--- src/rtl/cie_pkg.sv ---
// constants and types of the capture input edge block
package cie_pkg;
	localparam int          cnt_w          = 16;
	localparam int          addr_w         = 8;
	localparam int          div_w          = 4;
	localparam logic [7:0]  ctrl_offset    = 8'h00;
	localparam logic [7:0]  status_offset  = 8'h04;
	localparam logic [7:0]  cap_first_off  = 8'h08;
	localparam logic [7:0]  cap_second_off = 8'h0c;
	localparam logic [7:0]  counter_offset = 8'h10;
	localparam int          run_pos        = 0;
	localparam int          reverse_pos    = 1;
	localparam int          pin_clock_pos  = 2;
	localparam int          presc_pos      = 3;
	localparam int          edge_first_pos = 5;
	localparam int          edge_sec_pos   = 7;
	localparam logic [8:0]  ctrl_reset     = 9'h000;
	localparam logic [1:0]  resp_okay      = 2'h0;
	localparam logic [1:0]  resp_slverr    = 2'h2;

	typedef enum logic [1:0] {
		edge_falling = 2'h0,
		edge_rising  = 2'h1,
		edge_both    = 2'h2,
		edge_none    = 2'h3
	} cie_edge_type;

	typedef struct packed {
		cie_edge_type edge_second;
		cie_edge_type edge_first;
		logic [1:0]   prescaler_select;
		logic         pin_clock;
		logic         reverse_phase_capture_bit;
		logic         run;
	} cie_ctrl_type;

	typedef struct packed {
		logic cap;
		logic irq;
	} cie_req_type;
endpackage : cie_pkg

--- src/rtl/cie_capture.sv ---
// capture input edge logic of a 16-bit timer with an axi4-lite register slave
// Contract
// - capture counter on count clock falling edge
// - interrupt on following count clock rising edge
// - reverse mode: opposite edge captures, no interrupt
// - reverse mode: second pin only raises interrupt
// - first enable after reset: high is rising
// - re-enable after stop: high is no edge
// - pin clock mode: first pin filter samples every cycle, second pin on count clock
// - capture mode: filter samples on count clock
// - edge needs two equal consecutive samples
// - pins ignored while timer stopped
`timescale 1ns/1ps
module cie_capture #(
	parameter int CNT_W = cie_pkg::cnt_w
) (
	input  wire logic                       clock,
	input  wire logic                       rst_b,
	input  wire logic                       trigger_pin_first,
	input  wire logic                       trigger_pin_second,
	output logic                            capture_irq_first,
	output logic                            capture_irq_second,
	input  wire logic [cie_pkg::addr_w-1:0] s_axi_awaddr,
	input  wire logic                       s_axi_awvalid,
	output logic                            s_axi_awready,
	input  wire logic [31:0]                s_axi_wdata,
	input  wire logic [3:0]                 s_axi_wstrb,
	input  wire logic                       s_axi_wvalid,
	output logic                            s_axi_wready,
	output logic [1:0]                      s_axi_bresp,
	output logic                            s_axi_bvalid,
	input  wire logic                       s_axi_bready,
	input  wire logic [cie_pkg::addr_w-1:0] s_axi_araddr,
	input  wire logic                       s_axi_arvalid,
	output logic                            s_axi_arready,
	output logic [31:0]                     s_axi_rdata,
	output logic [1:0]                      s_axi_rresp,
	output logic                            s_axi_rvalid,
	input  wire logic                       s_axi_rready
);
	import cie_pkg::*;

	function automatic logic edge_hit(cie_edge_type sel, logic rise, logic fall);
		unique case (sel)
			edge_falling: edge_hit = fall;
			edge_rising:  edge_hit = rise;
			edge_both:    edge_hit = rise | fall;
			edge_none:    edge_hit = 1'b0;
		endcase
	endfunction : edge_hit

	cie_ctrl_type         ctrl;
	logic [1:0]           sync_a;
	logic [1:0]           sync_b;
	logic [1:0]           sync_c;
	logic [1:0]           level;
	logic [1:0]           sample_prev;
	logic [1:0]           filt;
	logic [1:0]           next_sample_prev;
	logic [1:0]           next_filt;
	logic [1:0]           rise;
	logic [1:0]           fall;
	logic [1:0]           sample_en;
	logic                 run_q;
	logic                 started_once;
	logic                 start;
	logic [div_w-1:0]     div_cnt;
	logic [div_w-1:0]     next_div_cnt;
	logic [div_w-1:0]     div_mask;
	logic [div_w-1:0]     div_half;
	logic                 cc_rise;
	logic                 cc_fall;
	logic [CNT_W-1:0]     wide_counter;
	logic [CNT_W-1:0]     next_wide_counter;
	logic [CNT_W-1:0]     capture_reg_first;
	logic [CNT_W-1:0]     capture_reg_second;
	logic [CNT_W-1:0]     next_cap_first;
	logic [CNT_W-1:0]     next_cap_second;
	cie_req_type          req_first;
	cie_req_type          req_second;
	cie_req_type          pend_first;
	cie_req_type          pend_second;
	cie_req_type          next_pend_first;
	cie_req_type          next_pend_second;
	logic                 due_first;
	logic                 due_second;
	logic                 next_due_first;
	logic                 next_due_second;
	logic                 valid_first;
	logic                 valid_second;
	logic                 opposite_first;

	// pins cross into the clock domain; a level counts once stages b and c agree
	always_ff @(posedge clock or negedge rst_b) begin
		if (!rst_b) begin
			sync_a <= 2'h0;
			sync_b <= 2'h0;
			sync_c <= 2'h0;
			level  <= 2'h0;
		end else begin
			sync_a <= {trigger_pin_second, trigger_pin_first};
			sync_b <= sync_a;
			sync_c <= sync_b;
			for (int i = 0; i < 2; i++) begin
				if (sync_b[i] == sync_c[i]) begin
					level[i] <= sync_b[i];
				end
			end
		end
	end

	// count clock divider: period 2 << prescaler_select
	always_comb begin
		div_mask     = div_w'((5'h02 << ctrl.prescaler_select) - 5'h01);
		div_half     = div_w'(5'h01 << ctrl.prescaler_select);
		cc_rise      = ctrl.run && ((div_cnt & div_mask) == '0);
		cc_fall      = ctrl.run && ((div_cnt & div_mask) == div_half);
		next_div_cnt = ctrl.run ? div_cnt + 1'b1 : '0;
		start        = ctrl.run & ~run_q;
	end

	// noise filter and edge detector
	always_comb begin
		sample_en[0] = ctrl.pin_clock ? ctrl.run : cc_rise;
		sample_en[1] = cc_rise;
		next_sample_prev = sample_prev;
		next_filt        = filt;
		rise             = 2'h0;
		fall             = 2'h0;
		for (int i = 0; i < 2; i++) begin
			if (start) begin
				if (started_once) begin
					next_sample_prev[i] = level[i];
					next_filt[i]        = level[i];
				end
			end else if (ctrl.run && sample_en[i]) begin
				next_sample_prev[i] = level[i];
				if (level[i] == sample_prev[i] && level[i] != filt[i]) begin
					next_filt[i] = level[i];
					rise[i]      = level[i];
					fall[i]      = ~level[i];
				end
			end
		end
	end

	// filter starts low after reset so a high pin reads as a rising edge
	always_ff @(posedge clock or negedge rst_b) begin
		if (!rst_b) begin
			sample_prev  <= 2'h0;
			filt         <= 2'h0;
			run_q        <= 1'b0;
			started_once <= 1'b0;
			div_cnt      <= '0;
		end else begin
			sample_prev  <= next_sample_prev;
			filt         <= next_filt;
			run_q        <= ctrl.run;
			started_once <= started_once | start;
			div_cnt      <= next_div_cnt;
		end
	end

	// edge to capture requests; pin 1 is no capture trigger while it clocks the counter
	always_comb begin
		valid_first    = edge_hit(ctrl.edge_first, rise[0], fall[0]);
		valid_second   = edge_hit(ctrl.edge_second, rise[1], fall[1]);
		opposite_first = (ctrl.edge_first == edge_falling) ? rise[0] :
			(ctrl.edge_first == edge_rising) ? fall[0] : 1'b0;
		req_first  = '{cap: 1'b0, irq: 1'b0};
		req_second = '{cap: 1'b0, irq: 1'b0};
		if (ctrl.reverse_phase_capture_bit) begin
			req_first.cap  = opposite_first & ~ctrl.pin_clock;
			req_first.irq  = valid_second;
			req_second.cap = valid_first & ~ctrl.pin_clock;
			req_second.irq = valid_first & ~ctrl.pin_clock;
		end else begin
			req_first.cap  = valid_first & ~ctrl.pin_clock;
			req_first.irq  = valid_first & ~ctrl.pin_clock;
			req_second.cap = valid_second;
			req_second.irq = valid_second;
		end
	end

	// capture and interrupt timing
	always_comb begin
		next_pend_first   = pend_first;
		next_pend_second  = pend_second;
		next_due_first    = due_first & ~cc_rise;
		next_due_second   = due_second & ~cc_rise;
		next_cap_first    = capture_reg_first;
		next_cap_second   = capture_reg_second;
		next_wide_counter = wide_counter;
		if (ctrl.pin_clock ? valid_first : cc_rise) begin
			next_wide_counter = wide_counter + 1'b1;
		end
		if (cc_fall) begin
			if (pend_first.cap) begin
				next_cap_first = wide_counter;
			end
			if (pend_second.cap) begin
				next_cap_second = wide_counter;
			end
			next_due_first   = pend_first.irq;
			next_due_second  = pend_second.irq;
			next_pend_first  = '{cap: 1'b0, irq: 1'b0};
			next_pend_second = '{cap: 1'b0, irq: 1'b0};
		end
		// a new edge in the capture cycle stays pending for the next falling edge
		next_pend_first  = next_pend_first | req_first;
		next_pend_second = next_pend_second | req_second;
		if (!ctrl.run) begin
			next_wide_counter = '0;
			next_pend_first   = '{cap: 1'b0, irq: 1'b0};
			next_pend_second  = '{cap: 1'b0, irq: 1'b0};
			next_due_first    = 1'b0;
			next_due_second   = 1'b0;
		end
	end

	always_ff @(posedge clock or negedge rst_b) begin
		if (!rst_b) begin
			wide_counter       <= '0;
			capture_reg_first  <= '0;
			capture_reg_second <= '0;
			pend_first         <= '{cap: 1'b0, irq: 1'b0};
			pend_second        <= '{cap: 1'b0, irq: 1'b0};
			due_first          <= 1'b0;
			due_second         <= 1'b0;
			capture_irq_first  <= 1'b0;
			capture_irq_second <= 1'b0;
		end else begin
			wide_counter       <= next_wide_counter;
			capture_reg_first  <= next_cap_first;
			capture_reg_second <= next_cap_second;
			pend_first         <= next_pend_first;
			pend_second        <= next_pend_second;
			due_first          <= next_due_first;
			due_second         <= next_due_second;
			capture_irq_first  <= due_first & cc_rise;
			capture_irq_second <= due_second & cc_rise;
		end
	end

	// axi4-lite slave: address and data held separately, then one write
	logic                aw_hold;
	logic                w_hold;
	logic [addr_w-1:0]   awaddr_q;
	logic [31:0]         wdata_q;
	logic [3:0]          wstrb_q;
	logic                next_aw_hold;
	logic                next_w_hold;
	logic [addr_w-1:0]   next_awaddr;
	logic [31:0]         next_wdata;
	logic [3:0]          next_wstrb;
	logic                next_bvalid;
	logic [1:0]          next_bresp;
	logic                next_rvalid;
	logic [1:0]          next_rresp;
	logic [31:0]         next_rdata;
	cie_ctrl_type        next_ctrl;
	logic [8:0]          ctrl_bits;

	always_comb begin
		next_aw_hold = aw_hold;
		next_w_hold  = w_hold;
		next_awaddr  = awaddr_q;
		next_wdata   = wdata_q;
		next_wstrb   = wstrb_q;
		next_bvalid  = s_axi_bvalid & ~s_axi_bready;
		next_bresp   = s_axi_bresp;
		next_rvalid  = s_axi_rvalid & ~s_axi_rready;
		next_rresp   = s_axi_rresp;
		next_rdata   = s_axi_rdata;
		next_ctrl    = ctrl;
		ctrl_bits    = ctrl;
		if (s_axi_awvalid && s_axi_awready) begin
			next_aw_hold = 1'b1;
			next_awaddr  = s_axi_awaddr;
		end
		if (s_axi_wvalid && s_axi_wready) begin
			next_w_hold = 1'b1;
			next_wdata  = s_axi_wdata;
			next_wstrb  = s_axi_wstrb;
		end
		if (aw_hold && w_hold && !s_axi_bvalid) begin
			next_aw_hold = 1'b0;
			next_w_hold  = 1'b0;
			next_bvalid  = 1'b1;
			next_bresp   = resp_okay;
			unique case (awaddr_q)
				ctrl_offset: begin
					if (wstrb_q[0]) begin
						ctrl_bits[7:0] = wdata_q[7:0];
					end
					if (wstrb_q[1]) begin
						ctrl_bits[8] = wdata_q[edge_sec_pos+1];
					end
					next_ctrl = cie_ctrl_type'(ctrl_bits);
				end
				status_offset, cap_first_off, cap_second_off, counter_offset: begin
				end
				default: next_bresp = resp_slverr;
			endcase
		end
		if (s_axi_arvalid && s_axi_arready) begin
			next_rvalid = 1'b1;
			next_rresp  = resp_okay;
			next_rdata  = 32'h0000_0000;
			unique case (s_axi_araddr)
				ctrl_offset:    next_rdata[8:0] = ctrl;
				status_offset:  next_rdata[3:0] = {started_once, filt, ctrl.run};
				cap_first_off:  next_rdata[CNT_W-1:0] = capture_reg_first;
				cap_second_off: next_rdata[CNT_W-1:0] = capture_reg_second;
				counter_offset: next_rdata[CNT_W-1:0] = wide_counter;
				default:        next_rresp = resp_slverr;
			endcase
		end
	end

	always_ff @(posedge clock or negedge rst_b) begin
		if (!rst_b) begin
			aw_hold       <= 1'b0;
			w_hold        <= 1'b0;
			awaddr_q      <= '0;
			wdata_q       <= 32'h0000_0000;
			wstrb_q       <= 4'h0;
			s_axi_awready <= 1'b0;
			s_axi_wready  <= 1'b0;
			s_axi_bvalid  <= 1'b0;
			s_axi_bresp   <= resp_okay;
			s_axi_arready <= 1'b0;
			s_axi_rvalid  <= 1'b0;
			s_axi_rresp   <= resp_okay;
			s_axi_rdata   <= 32'h0000_0000;
			ctrl          <= cie_ctrl_type'(ctrl_reset);
		end else begin
			aw_hold       <= next_aw_hold;
			w_hold        <= next_w_hold;
			awaddr_q      <= next_awaddr;
			wdata_q       <= next_wdata;
			wstrb_q       <= next_wstrb;
			s_axi_awready <= ~next_aw_hold & ~next_bvalid;
			s_axi_wready  <= ~next_w_hold & ~next_bvalid;
			s_axi_bvalid  <= next_bvalid;
			s_axi_bresp   <= next_bresp;
			s_axi_arready <= ~next_rvalid;
			s_axi_rvalid  <= next_rvalid;
			s_axi_rresp   <= next_rresp;
			s_axi_rdata   <= next_rdata;
			ctrl          <= next_ctrl;
		end
	end
endmodule : cie_capture

--- config.mk ---
export PLATFORM = sky130hd
export DESIGN_NAME = cie_capture
export DESIGN_NICKNAME = d
export VERILOG_FILES = /design/src/rtl/cie_pkg.sv /design/src/rtl/cie_capture.sv
export SDC_FILE = /design/constraint.sdc
export NUM_CORES = 1
export LEC_CHECK = 0
export BUFFER_PORTS_ARGS = -buffer_cell sky130_fd_sc_hd__buf_2
export CORE_ASPECT_RATIO = 0.9
export CORE_MARGIN = 5
export CORE_UTILIZATION = 44
export DETAILED_ROUTE_END_ITERATION = 8
export PLACE_DENSITY = 0.69
export SYNTH_ARGS = -nofsm -noshare
export SYNTH_HDL_FRONTEND = slang
export SYNTH_SLANG_ARGS = --single-unit
--- constraint.sdc ---
create_clock -name clock -period 3.2 [get_ports clock]
set_clock_uncertainty 0.2 [all_clocks]
set_input_delay 0.64 -clock clock [delete_from_list [all_inputs] [get_ports clock]]
set_output_delay 0.64 -clock clock [all_outputs]
set_load 0.03 [all_outputs]
---- Word level (Yosys, flattened, before mapping) ----
Cells that the tools add are included.
cells by class
  $add $sub $neg .......................... 3
  equal/unequal tests ..................... 23
  shifts and indexed selects .............. 2
  mux-type cells .......................... 54
  bitwise gates (word level) .............. 28
  reductions and logical operators ........ 31
operators by type and width
  cell                   number
  $mux 1                 38
  $eq 8x4->1 const B     4
  $mux 16                2
  $pmux 7 s3             1
  $pmux 4 s5             1
  $pmux 5 s4             1
  $add 16x1->16 const B  1
  $eq 8x3->1 const B     2
  $eq 8x5->1 const B     2
  $logic_not 8->1        2
  $mux 2                 8
  $reduce_and 3->1       4
  $and 1x1->1            11
  $logic_and 1x1->1      11
  $not 1->1              11
  $reduce_or 5->1        2
  $eq 2x2->1 const B     4
  $pmux 1 s4             2
  $reduce_and 2->1       4
  $reduce_bool 2->1      4
  $add 4x1->4 const B    1
  $and 4x4->4            1
  $eq 1x1->1             4
  $eq 2x1->1 const B     2
  13 further kinds       18
word-level totals
  register bits ........................... 129
  bits of input ports ..................... 61
  output and inout bits ................... 43
  logic and storage cells ................. 184

---- Longest topological paths before layout ----
Gate-level depths: netlist of run 1.
  word-level depth ........................ 15
  depth in mapped cells ................... 7
  gate-level depth less buffers ........... 5

---- Worst setup path before layout of run 1 ----
OpenSTA, ideal clock, no wires.
  kind .................................... input to register
  start ................................... input port s_axi_araddr[2] (netlist bit)
  end ..................................... register s_axi_rdata[0]
  library setup time ...................... 83 ps
  arrival ................................. 1818 ps
  required time ........................... 2917 ps
  slack ................................... 1099 ps
  cell stages on the path ................. 7
  path buffers ............................ 3
  path through ............................ buf_2 > nor2_1 > and2_1 > clkbuf_1 > clkbuf_1 > a21oi_1 > o21ai_0
between the ends
  word-level cells in the longest chain between the ends .. 2
  elaborated cells on any way between the ends .. 6
  classes of those cells .................. eq/ne (4); mux (1); reduce/logical (1)
ends and longest elaborated chain
  element                             RTL line            text
  start, declared                     cie_capture.sv:33   input wire logic [cie_pkg::addr_w-1:0] s_axi_araddr,
  $eq 8x5->1 (tied with other cells)  cie_capture.sv:310  unique case (s_axi_araddr)
  $pmux 4 s5 (*)                      cie_capture.sv:310
  end signal, assigned                cie_capture.sv:350  s_axi_rdata <= next_rdata;
  end, declared                       cie_capture.sv:36   output logic [31:0] s_axi_rdata,
Mark *: on every way between the ends. The rest lies on a longest branch, timed or not.
A chain may end at the register's enable or synchronous reset.

---- Worst setup path after layout of run 1 ----
  start ................................... register ctrl[4] (netlist bit)
  end ..................................... register wide_counter[9]
between the ends
  word-level cells in the longest chain between the ends .. 13
  elaborated cells on any way between the ends .. 15
  classes of those cells .................. add/sub (1); eq/ne (1); shift (1); mux (7); bitwise (2); reduce/logical (3)
ends and longest elaborated chain
  element                   RTL line            text
  start, declared           cie_capture.sv:52   cie_ctrl_type ctrl;
  start signal, assigned    cie_capture.sv:336  ctrl <= cie_ctrl_type'(ctrl_reset);
  start signal, assigned    cie_capture.sv:351  ctrl <= next_ctrl;
  $shl 2x2->4 (*)           cie_capture.sv:114  div_mask = div_w'((5'h02 << ctrl.prescaler_select) - 5'h01);
  $sub 4x1->4 (*)           cie_capture.sv:114
  $and 4x4->4 (*)           cie_capture.sv:116  cc_rise = ctrl.run && ((div_cnt & div_mask) == '0);
  $logic_not 4->1 (*)       cie_capture.sv:116
  $logic_and 1x1->1 (*)     cie_capture.sv:116
  $mux 1                    cie_capture.sv:124  sample_en[0] = ctrl.pin_clock ? ctrl.run : cc_rise;
  $logic_and 1x1->1         cie_capture.sv:136  end else if (ctrl.run && sample_en[i]) begin
  $mux 1                    cie_capture.sv:136
  $mux 1                    cie_capture.sv:131  if (start) begin
  $or 1x1->1                cie_capture.sv:47   edge_both: edge_hit = rise | fall;
  $pmux 1 s4                cie_capture.sv:44   unique case (sel)
  $mux 1 (*)                cie_capture.sv:194  if (ctrl.pin_clock ? valid_first : cc_rise) begin
  $ne 2x1->1 (no line) (*)  n/a
  end signal, assigned      cie_capture.sv:233  wide_counter <= next_wide_counter;
  end, declared             cie_capture.sv:73   logic [CNT_W-1:0] wide_counter;
Marks and branches as above.

==> impl_metrics.ini, run 1 <==
[pwr]
vdd_drop_max_mv = 0.4955
swShare_pct = 26.40
leakagePower_nw = 3.216
p_clk_share_pct = 43.7
power_density_nw_per_um2 = 657.9
seqPwrFrac_pct = 43.1
p_int_mw = 3.411
combPwrFrac_pct = 13.3
switchingPower_mw = 1.224

[floorplan]
design.die.area_um2 = 16200
die_h_um = 121.2
die_width_um = 133.6
start_util_pct = 45.10
rows = 40
core_area_um2 = 13410
ios = 104

[setup_path]
worstPathArrival_ns = 2.50
worstReg2RegStart = ctrl[4]
end_kind = flop
setup.worst_path.start_class = flop
rr_endpoint = wide_counter[9]
critical_path_required_ns = 3.33
cp_max_fo = 15
rrSetupSlack_ns = 0.83
r2r_cells = 4
crit_type = reg2reg

[logic_synthesis]
synth_top_area_share_pct = 52.53
syn_area_per_cell_um2 = 11.59
yosys.cell_types.count = 61
ys.flop_type = dfrtp_1
syn_area_um2 = 6050
yosys.area.top_type = dfrtp_1
synth_edf_count = 0
syn_inst = 522
yosysSeqAreaShare_pct = 52.53
synth-async-reset-ratio_pct = 100.0
synthTopCellsByArea = dfrtp_1 (53%), mux2_2 (12%), mux2i_1 (4.5%), nand2_1 (2.6%), buf_4 (2.5%)
yosys_warnings = 0
ys_ff_latch = 127

[placed_design]
finalWeightedCongestion = 0.8183
place_area_um2 = 6405
place.detailed.instances = 726
io_buffer_count = 60
hpwl_um = 8665

[route]
dr.pass1.iters = 4
vias_per_cell = 5.522
drc = 0
drt_iter0_drc = 243
drt-total-wl_um = 12590
routedWlPerCell_um = 16.58
vias = 4191
ant_nets = 0

[sta]
period_share_pct = 74.15
rsz0062_at_grt = no
whs_ns = 0.1315
slew_violations = 0
setup_viol = 0
maxSlewHeadroom_pct = 53.39
min_period_ns = 2.373
max_freq_mhz = 421.4
final-hold-violation-count = 0
tightest_slew_ns = 0.6991
setup_tns_ns = 0

[worst_hold_path]
worst_hold_path.num_cells = 1
holdCritPathClass = in2reg
holdPathEnd = sync_a[1]
hp-start = trigger_pin_second

[clock_tree]
clkLatencyLatePin_ns = 0.41
cts_tree = built
clockBufferDepth = 2
cts.sinks = 127
clk_root_buffer_cell = clkbuf_16
clkTransAtPathRegs_ns = 0.06
cts_resized = 0
cts_made_buffers = 17
post_cts_buffers = 0
h-tree-depth = 4
hold_buffers = 1

[finish]
design_area_um2 = 7046
syn_to_final_growth_pct = 16.46
diodes = 0
nets = 641
multi_input_area_um2 = 2638
stdcell_count = 759
register_area_um2 = 3178
final_cell_mix = dfrtp_1 (127), mux2_2 (63), buf_2 (59)
drive_gt1_share_pct = 29.10
final_common_cell = dfrtp_1
fill_cells = 1157
post-route-util_pct = 52.53

[global_routing]
antenna_found_initial = 0
grt-ovfl-total = 0
track_usage_pct = 16.67
grt_pass1_wl_um = 21580
grt_max_degree = 64
grt_pass1_vias = 4284

[status]
outcome = finished, final reports clean

[flow_run]
drv_cap = 0
-- how the worst max path moves through the flow --
| stage | start | endpoint | slack (ns) |
|---|---|---|---|
| finish | ctrl[4] | wide_counter[9] | 0.83 |
| global route | ctrl[4] | wide_counter[9] | 0.71 |
| CTS | ctrl[4] | wide_counter[9] | 0.84 |
| detailed placement | s_axi_araddr[2] | s_axi_rdata[3] | 0.67 |
| global placement | s_axi_araddr[2] | s_axi_rdata[3] | 0.72 |
| floorplan | s_axi_araddr[2] | s_axi_rdata[0] | 1.10 |
-- area by class of cell --
| cell class | instances | area share [%] |
|---|---|---|
| multi-input combinational | 359 | 37.44 |
| tap | 168 | 2.983 |
| clock buffer | 18 | 6.233 |
| inverter | 7 | 0.3729 |
| clock inverter | 14 | 2.717 |
| timing repair buffer | 66 | 5.150 |
| sequential | 127 | 45.11 |
-- kinds of logic (layout without fill, tap and decap cells) --
| kind of cell | Yosys count | count (layout) | share of synthesized area (%) |
|---|---|---|---|
| DFF | 127 | 127 | 52.53 |
| adders and majority gates | 4 | 4 | 0.7445 |
| buffers and inverters | 53 | 105 | 4.922 |
| muxes | 95 | 95 | 17.68 |
| and+or+nand+nor | 138 | 138 | 12.02 |
| other | 1 | 18 | 0.06199 |
| AOI/OAI and AO/OA | 101 | 101 | 11.60 |
| xor gates and xnor gates | 3 | 3 | 0.4344 |
-- state kept, by name (all words and copies together), names as in the netlist, 2 cells and up --
signal / flops
capture_reg_first: 16
capture_reg_second: 16
s_axi_rdata: 16
wide_counter: 16
ctrl: 9
wdata_q: 9
awaddr_q: 8
div_cnt: 4
filt: 2
level: 2
pend_first: 2
pend_second: 2
sample_prev: 2
sync_a: 2
sync_b: 2
sync_c: 2
wstrb_q: 2
-- per-layer routing --
layer  GRT usage [%]  share of wire [%]  vias up
li1                -                  -     1980
met1           22.32                 46     2076
met5               0                  0        -
met3           5.224                5.8       10
met2           26.24                 47      125
met4           4.820               0.85        0
-- per-stage QoR --
stage	setup slack, ns	total power, mW
4_1_cts	0.8351	4.692
5_1_grt	0.7073	4.866
3_3_place_gp	0.7221	2.599
6_report	0.8271	4.635
3_5_place_dp	0.6721	2.639
2_1_floorplan	1.099	2.450
-- cell usage after synthesis (all sizes together) (4+ instances only) --
| library cell | number |
|---|---|
| mux2i | 27 |
| a21oi | 23 |
| buf | 31 |
| inv | 7 |
| mux2 | 65 |
| nand2b | 16 |
| o21ai | 18 |
| nand3 | 15 |
| clkbuf | 15 |
| a31oi | 11 |
| nor2b | 7 |
| and2 | 6 |
| nand4 | 8 |
| o2bb2ai | 5 |
| a211oi | 6 |
| nor2 | 21 |
| a311oi | 6 |
| nand2 | 43 |
| o211ai | 4 |
| a22o | 5 |
| dfrtp | 127 |
-- worst max-delay path, cell delays in order (launching register included) --
cell      delay, ns
dfrtp_1        0.50
a21o_1         0.24
a2111o_1       0.64
a311oi_1       0.46
mux2i_1        0.25
-- power by group through the flow --
stage          clock network [mW]  logic [mW]  registers [mW]
5_1_grt                      2.16       0.676            2.03
3_5_place_dp                    0       0.617            2.02
6_report                     2.02       0.615            2.00
4_1_cts                      2.08       0.623            1.99
2_1_floorplan                   0       0.437            2.01
3_3_place_gp                    0       0.594            2.01
Note: power is estimated with default switching activity, not from simulation.
==> inputs of run 2 (changes only) <==
--- a/config.mk
+++ b/config.mk
@@ -10,7 +10,7 @@
 export CORE_MARGIN = 5
 export CORE_UTILIZATION = 44
 export DETAILED_ROUTE_END_ITERATION = 8
-export PLACE_DENSITY = 0.69
+export PLACE_DENSITY = 0.72
 export SYNTH_ARGS = -nofsm -noshare
 export SYNTH_HDL_FRONTEND = slang
 export SYNTH_SLANG_ARGS = --single-unit
==> constraint.sdc (replaced) <==
create_clock -name clock -period 2.15 [get_ports clock]
set_clock_uncertainty 0.2 [all_clocks]
set_input_delay 0.43 -clock clock [delete_from_list [all_inputs] [get_ports clock]]
set_output_delay 0.43 -clock clock [all_outputs]
set_load 0.03 [all_outputs]
==> run 2 against run 1 <==
First-iteration DRC count fell by 5.3%. Critical path depth rose by 2. Highest routed layer unchanged. Combinational power rose by 67%. Largest power group is now registers. Via count rose by 3.2%. Die area did not move. Count of clock-buffer cells in the layout rose by 2. Maximum frequency rose by 12%. Total power rose by 45%. Utilization rose by 2.3 points.
==> impl_metrics.ini, run 2 (same netlist as run 1, synthesis figures left out) <==
[global_routing]
grt-ovfl-total = 0
track_usage_pct = 17.10
grt_pass1_wl_um = 21870
antenna_found_initial = 0
grt_pass1_vias = 4367
grt_max_degree = 59

[route]
drt_iter0_drc = 230
ant_nets = 0
vias = 4324
drc = 0
dr.pass1.iters = 4
vias_per_cell = 5.460
routedWlPerCell_um = 16.54
drt-total-wl_um = 13100

[floorplan]
die_width_um = 133.6
ios = 104
design.die.area_um2 = 16200
start_util_pct = 45.10
die_h_um = 121.2
core_area_um2 = 13410
rows = 40

[pwr]
p_int_mw = 4.890
power_density_nw_per_um2 = 914.7
p_total_mw = 6.722
leakagePower_nw = 3.413
seqPwrFrac_pct = 44.0
p_clk_share_pct = 40.6
swShare_pct = 27.26
combPwrFrac_pct = 15.3
switchingPower_mw = 1.832
vdd_drop_max_mv = 0.6884

[sta]
max_freq_mhz = 470.5
maxSlewHeadroom_pct = 65.18
period_share_pct = 98.86
setup_tns_ns = 0
slew_violations = 0
tightest_slew_ns = 0.5168
final-hold-violation-count = 0
setup_viol = 0
min_period_ns = 2.125
rsz0062_at_grt = yes
whs_ns = 0.03179

[finish]
design_area_um2 = 7348
final_cell_mix = dfrtp_1 (126), mux2_2 (63), buf_2 (60)
diodes = 0
nets = 675
final_common_cell = dfrtp_1
fill_cells = 1133
drive_gt1_share_pct = 33.49
stdcell_count = 792
syn_to_final_growth_pct = 21.47

[placed_design]
io_buffer_count = 60
hpwl_um = 9249
place_area_um2 = 6660
finalWeightedCongestion = 0.8604
place.detailed.instances = 755

[clock_tree]
h-tree-depth = 4
cts_tree = built
clockBufferDepth = 2
cts_made_buffers = 17
cts.sinks = 127
clk_root_buffer_cell = clkbuf_16
clkTransAtPathRegs_ns = 0.06
clkLatencyLatePin_ns = 0.42

[worst_hold_path]
holdCritPathClass = in2reg

[setup_path]
cp_max_fo = 9
worstPathArrival_ns = 2.27
setup.worst_path.start_class = flop
crit_type = reg2reg
end_kind = flop
critical_path_required_ns = 2.29

[flow_run]
drv_cap = 0

[status]
outcome = finished, final reports clean
[run 2: cell types whose count changed in the layout (fill, tap and decap cells not counted), moves of 2 or more]
cell           before  now
a311oi_2            1    4
dlygate4sd3_1       1    3
bufinv_16           4    2
clkinvlp_4          4    2
buf_4               5   32
clkbuf_1            0    2
clkinv_2            3    5
buf_12              1    4
a311oi_1            5    1
[run 2: timing repair]
| item | 4_1_cts | 5_1_grt |
|---|---|---|
| buffers inserted | 0 | 3 |
| resized for setup | 1 | 13 |
| endpoints found under the hold margin | 28 | 0 |
| pin swaps | 0 | 3 |
| setup endpoints to repair | 1 | 48 |
| hold buffers | 3 | 0 |
[run 2: path summary, 6_finish.rpt]
| path | startpoint | endpoint | slack (ns) | cells past startpoint |
|---|---|---|---|---|
| worst max-delay path | div_cnt[1] | wide_counter[4] | 0.02 | 6 |
| worst min-delay path | s_axi_awvalid | s_axi_awready | 0.03 | 2 |
| worst max register to register | div_cnt[1] | wide_counter[4] | 0.02 | 6 |
| worst min register to register | sync_a[1] | sync_b[1] | 0.15 | 0 |
| max in group asynchronous | rst_b | ctrl[3] | 0.80 | 3 |
| min in group asynchronous | rst_b | capture_reg_first[11] | 0.29 | 2 |
[run 2: per-stage QoR]
stage	utilization, %	setup slack, ns
2_1_floorplan	-	0.1033
3_3_place_gp	49.65	0.04345
3_5_place_dp	49.65	0.01845
4_1_cts	54.13	0.003078
5_1_grt	54.79	-0.05111
6_report	54.79	0.02462
[run 2: power by group through the flow]
stage	registers, mW	clock network, mW	logic (mW)
5_1_grt	3.00	2.90	1.13
3_3_place_gp	2.96	0	0.966
6_report	2.96	2.73	1.03
2_1_floorplan	3.00	0	0.651
4_1_cts	2.95	2.80	1.02
3_5_place_dp	2.99	0	1.00
[run 2: area by class of cell]
cell class / count / area [um2] / share of cell area [%]
flip-flops and latches: 127 / 3179 / 43.27
clock inverters: 11 / 117.6 / 1.601
clock buffers: 20 / 446.7 / 6.079
repair buffers: 100 / 665.6 / 9.058
well taps: 168 / 210.2 / 2.861
multi-input cells: 359 / 2703 / 36.78
inverters: 7 / 26.28 / 0.3576
[run 2: routing by layer]
layer | global-route usage [%] | vias to the layer above | share of wire [%]
met3 | 5.100 | 22 | 5.4
li1 | - | 2055 | -
met1 | 22.62 | 2124 | 48
met2 | 26.30 | 123 | 45
met4 | 7.262 | 0 | 2.1
met5 | 0 | - | 0
[run 2: critical path: stages (launching register included)]
cell	delay [ns]
dfrtp_1	0.41
o21a_1	0.21
a2111o_1	0.45
buf_8	0.17
buf_2	0.17
a31oi_2	0.22
mux2i_1	0.20
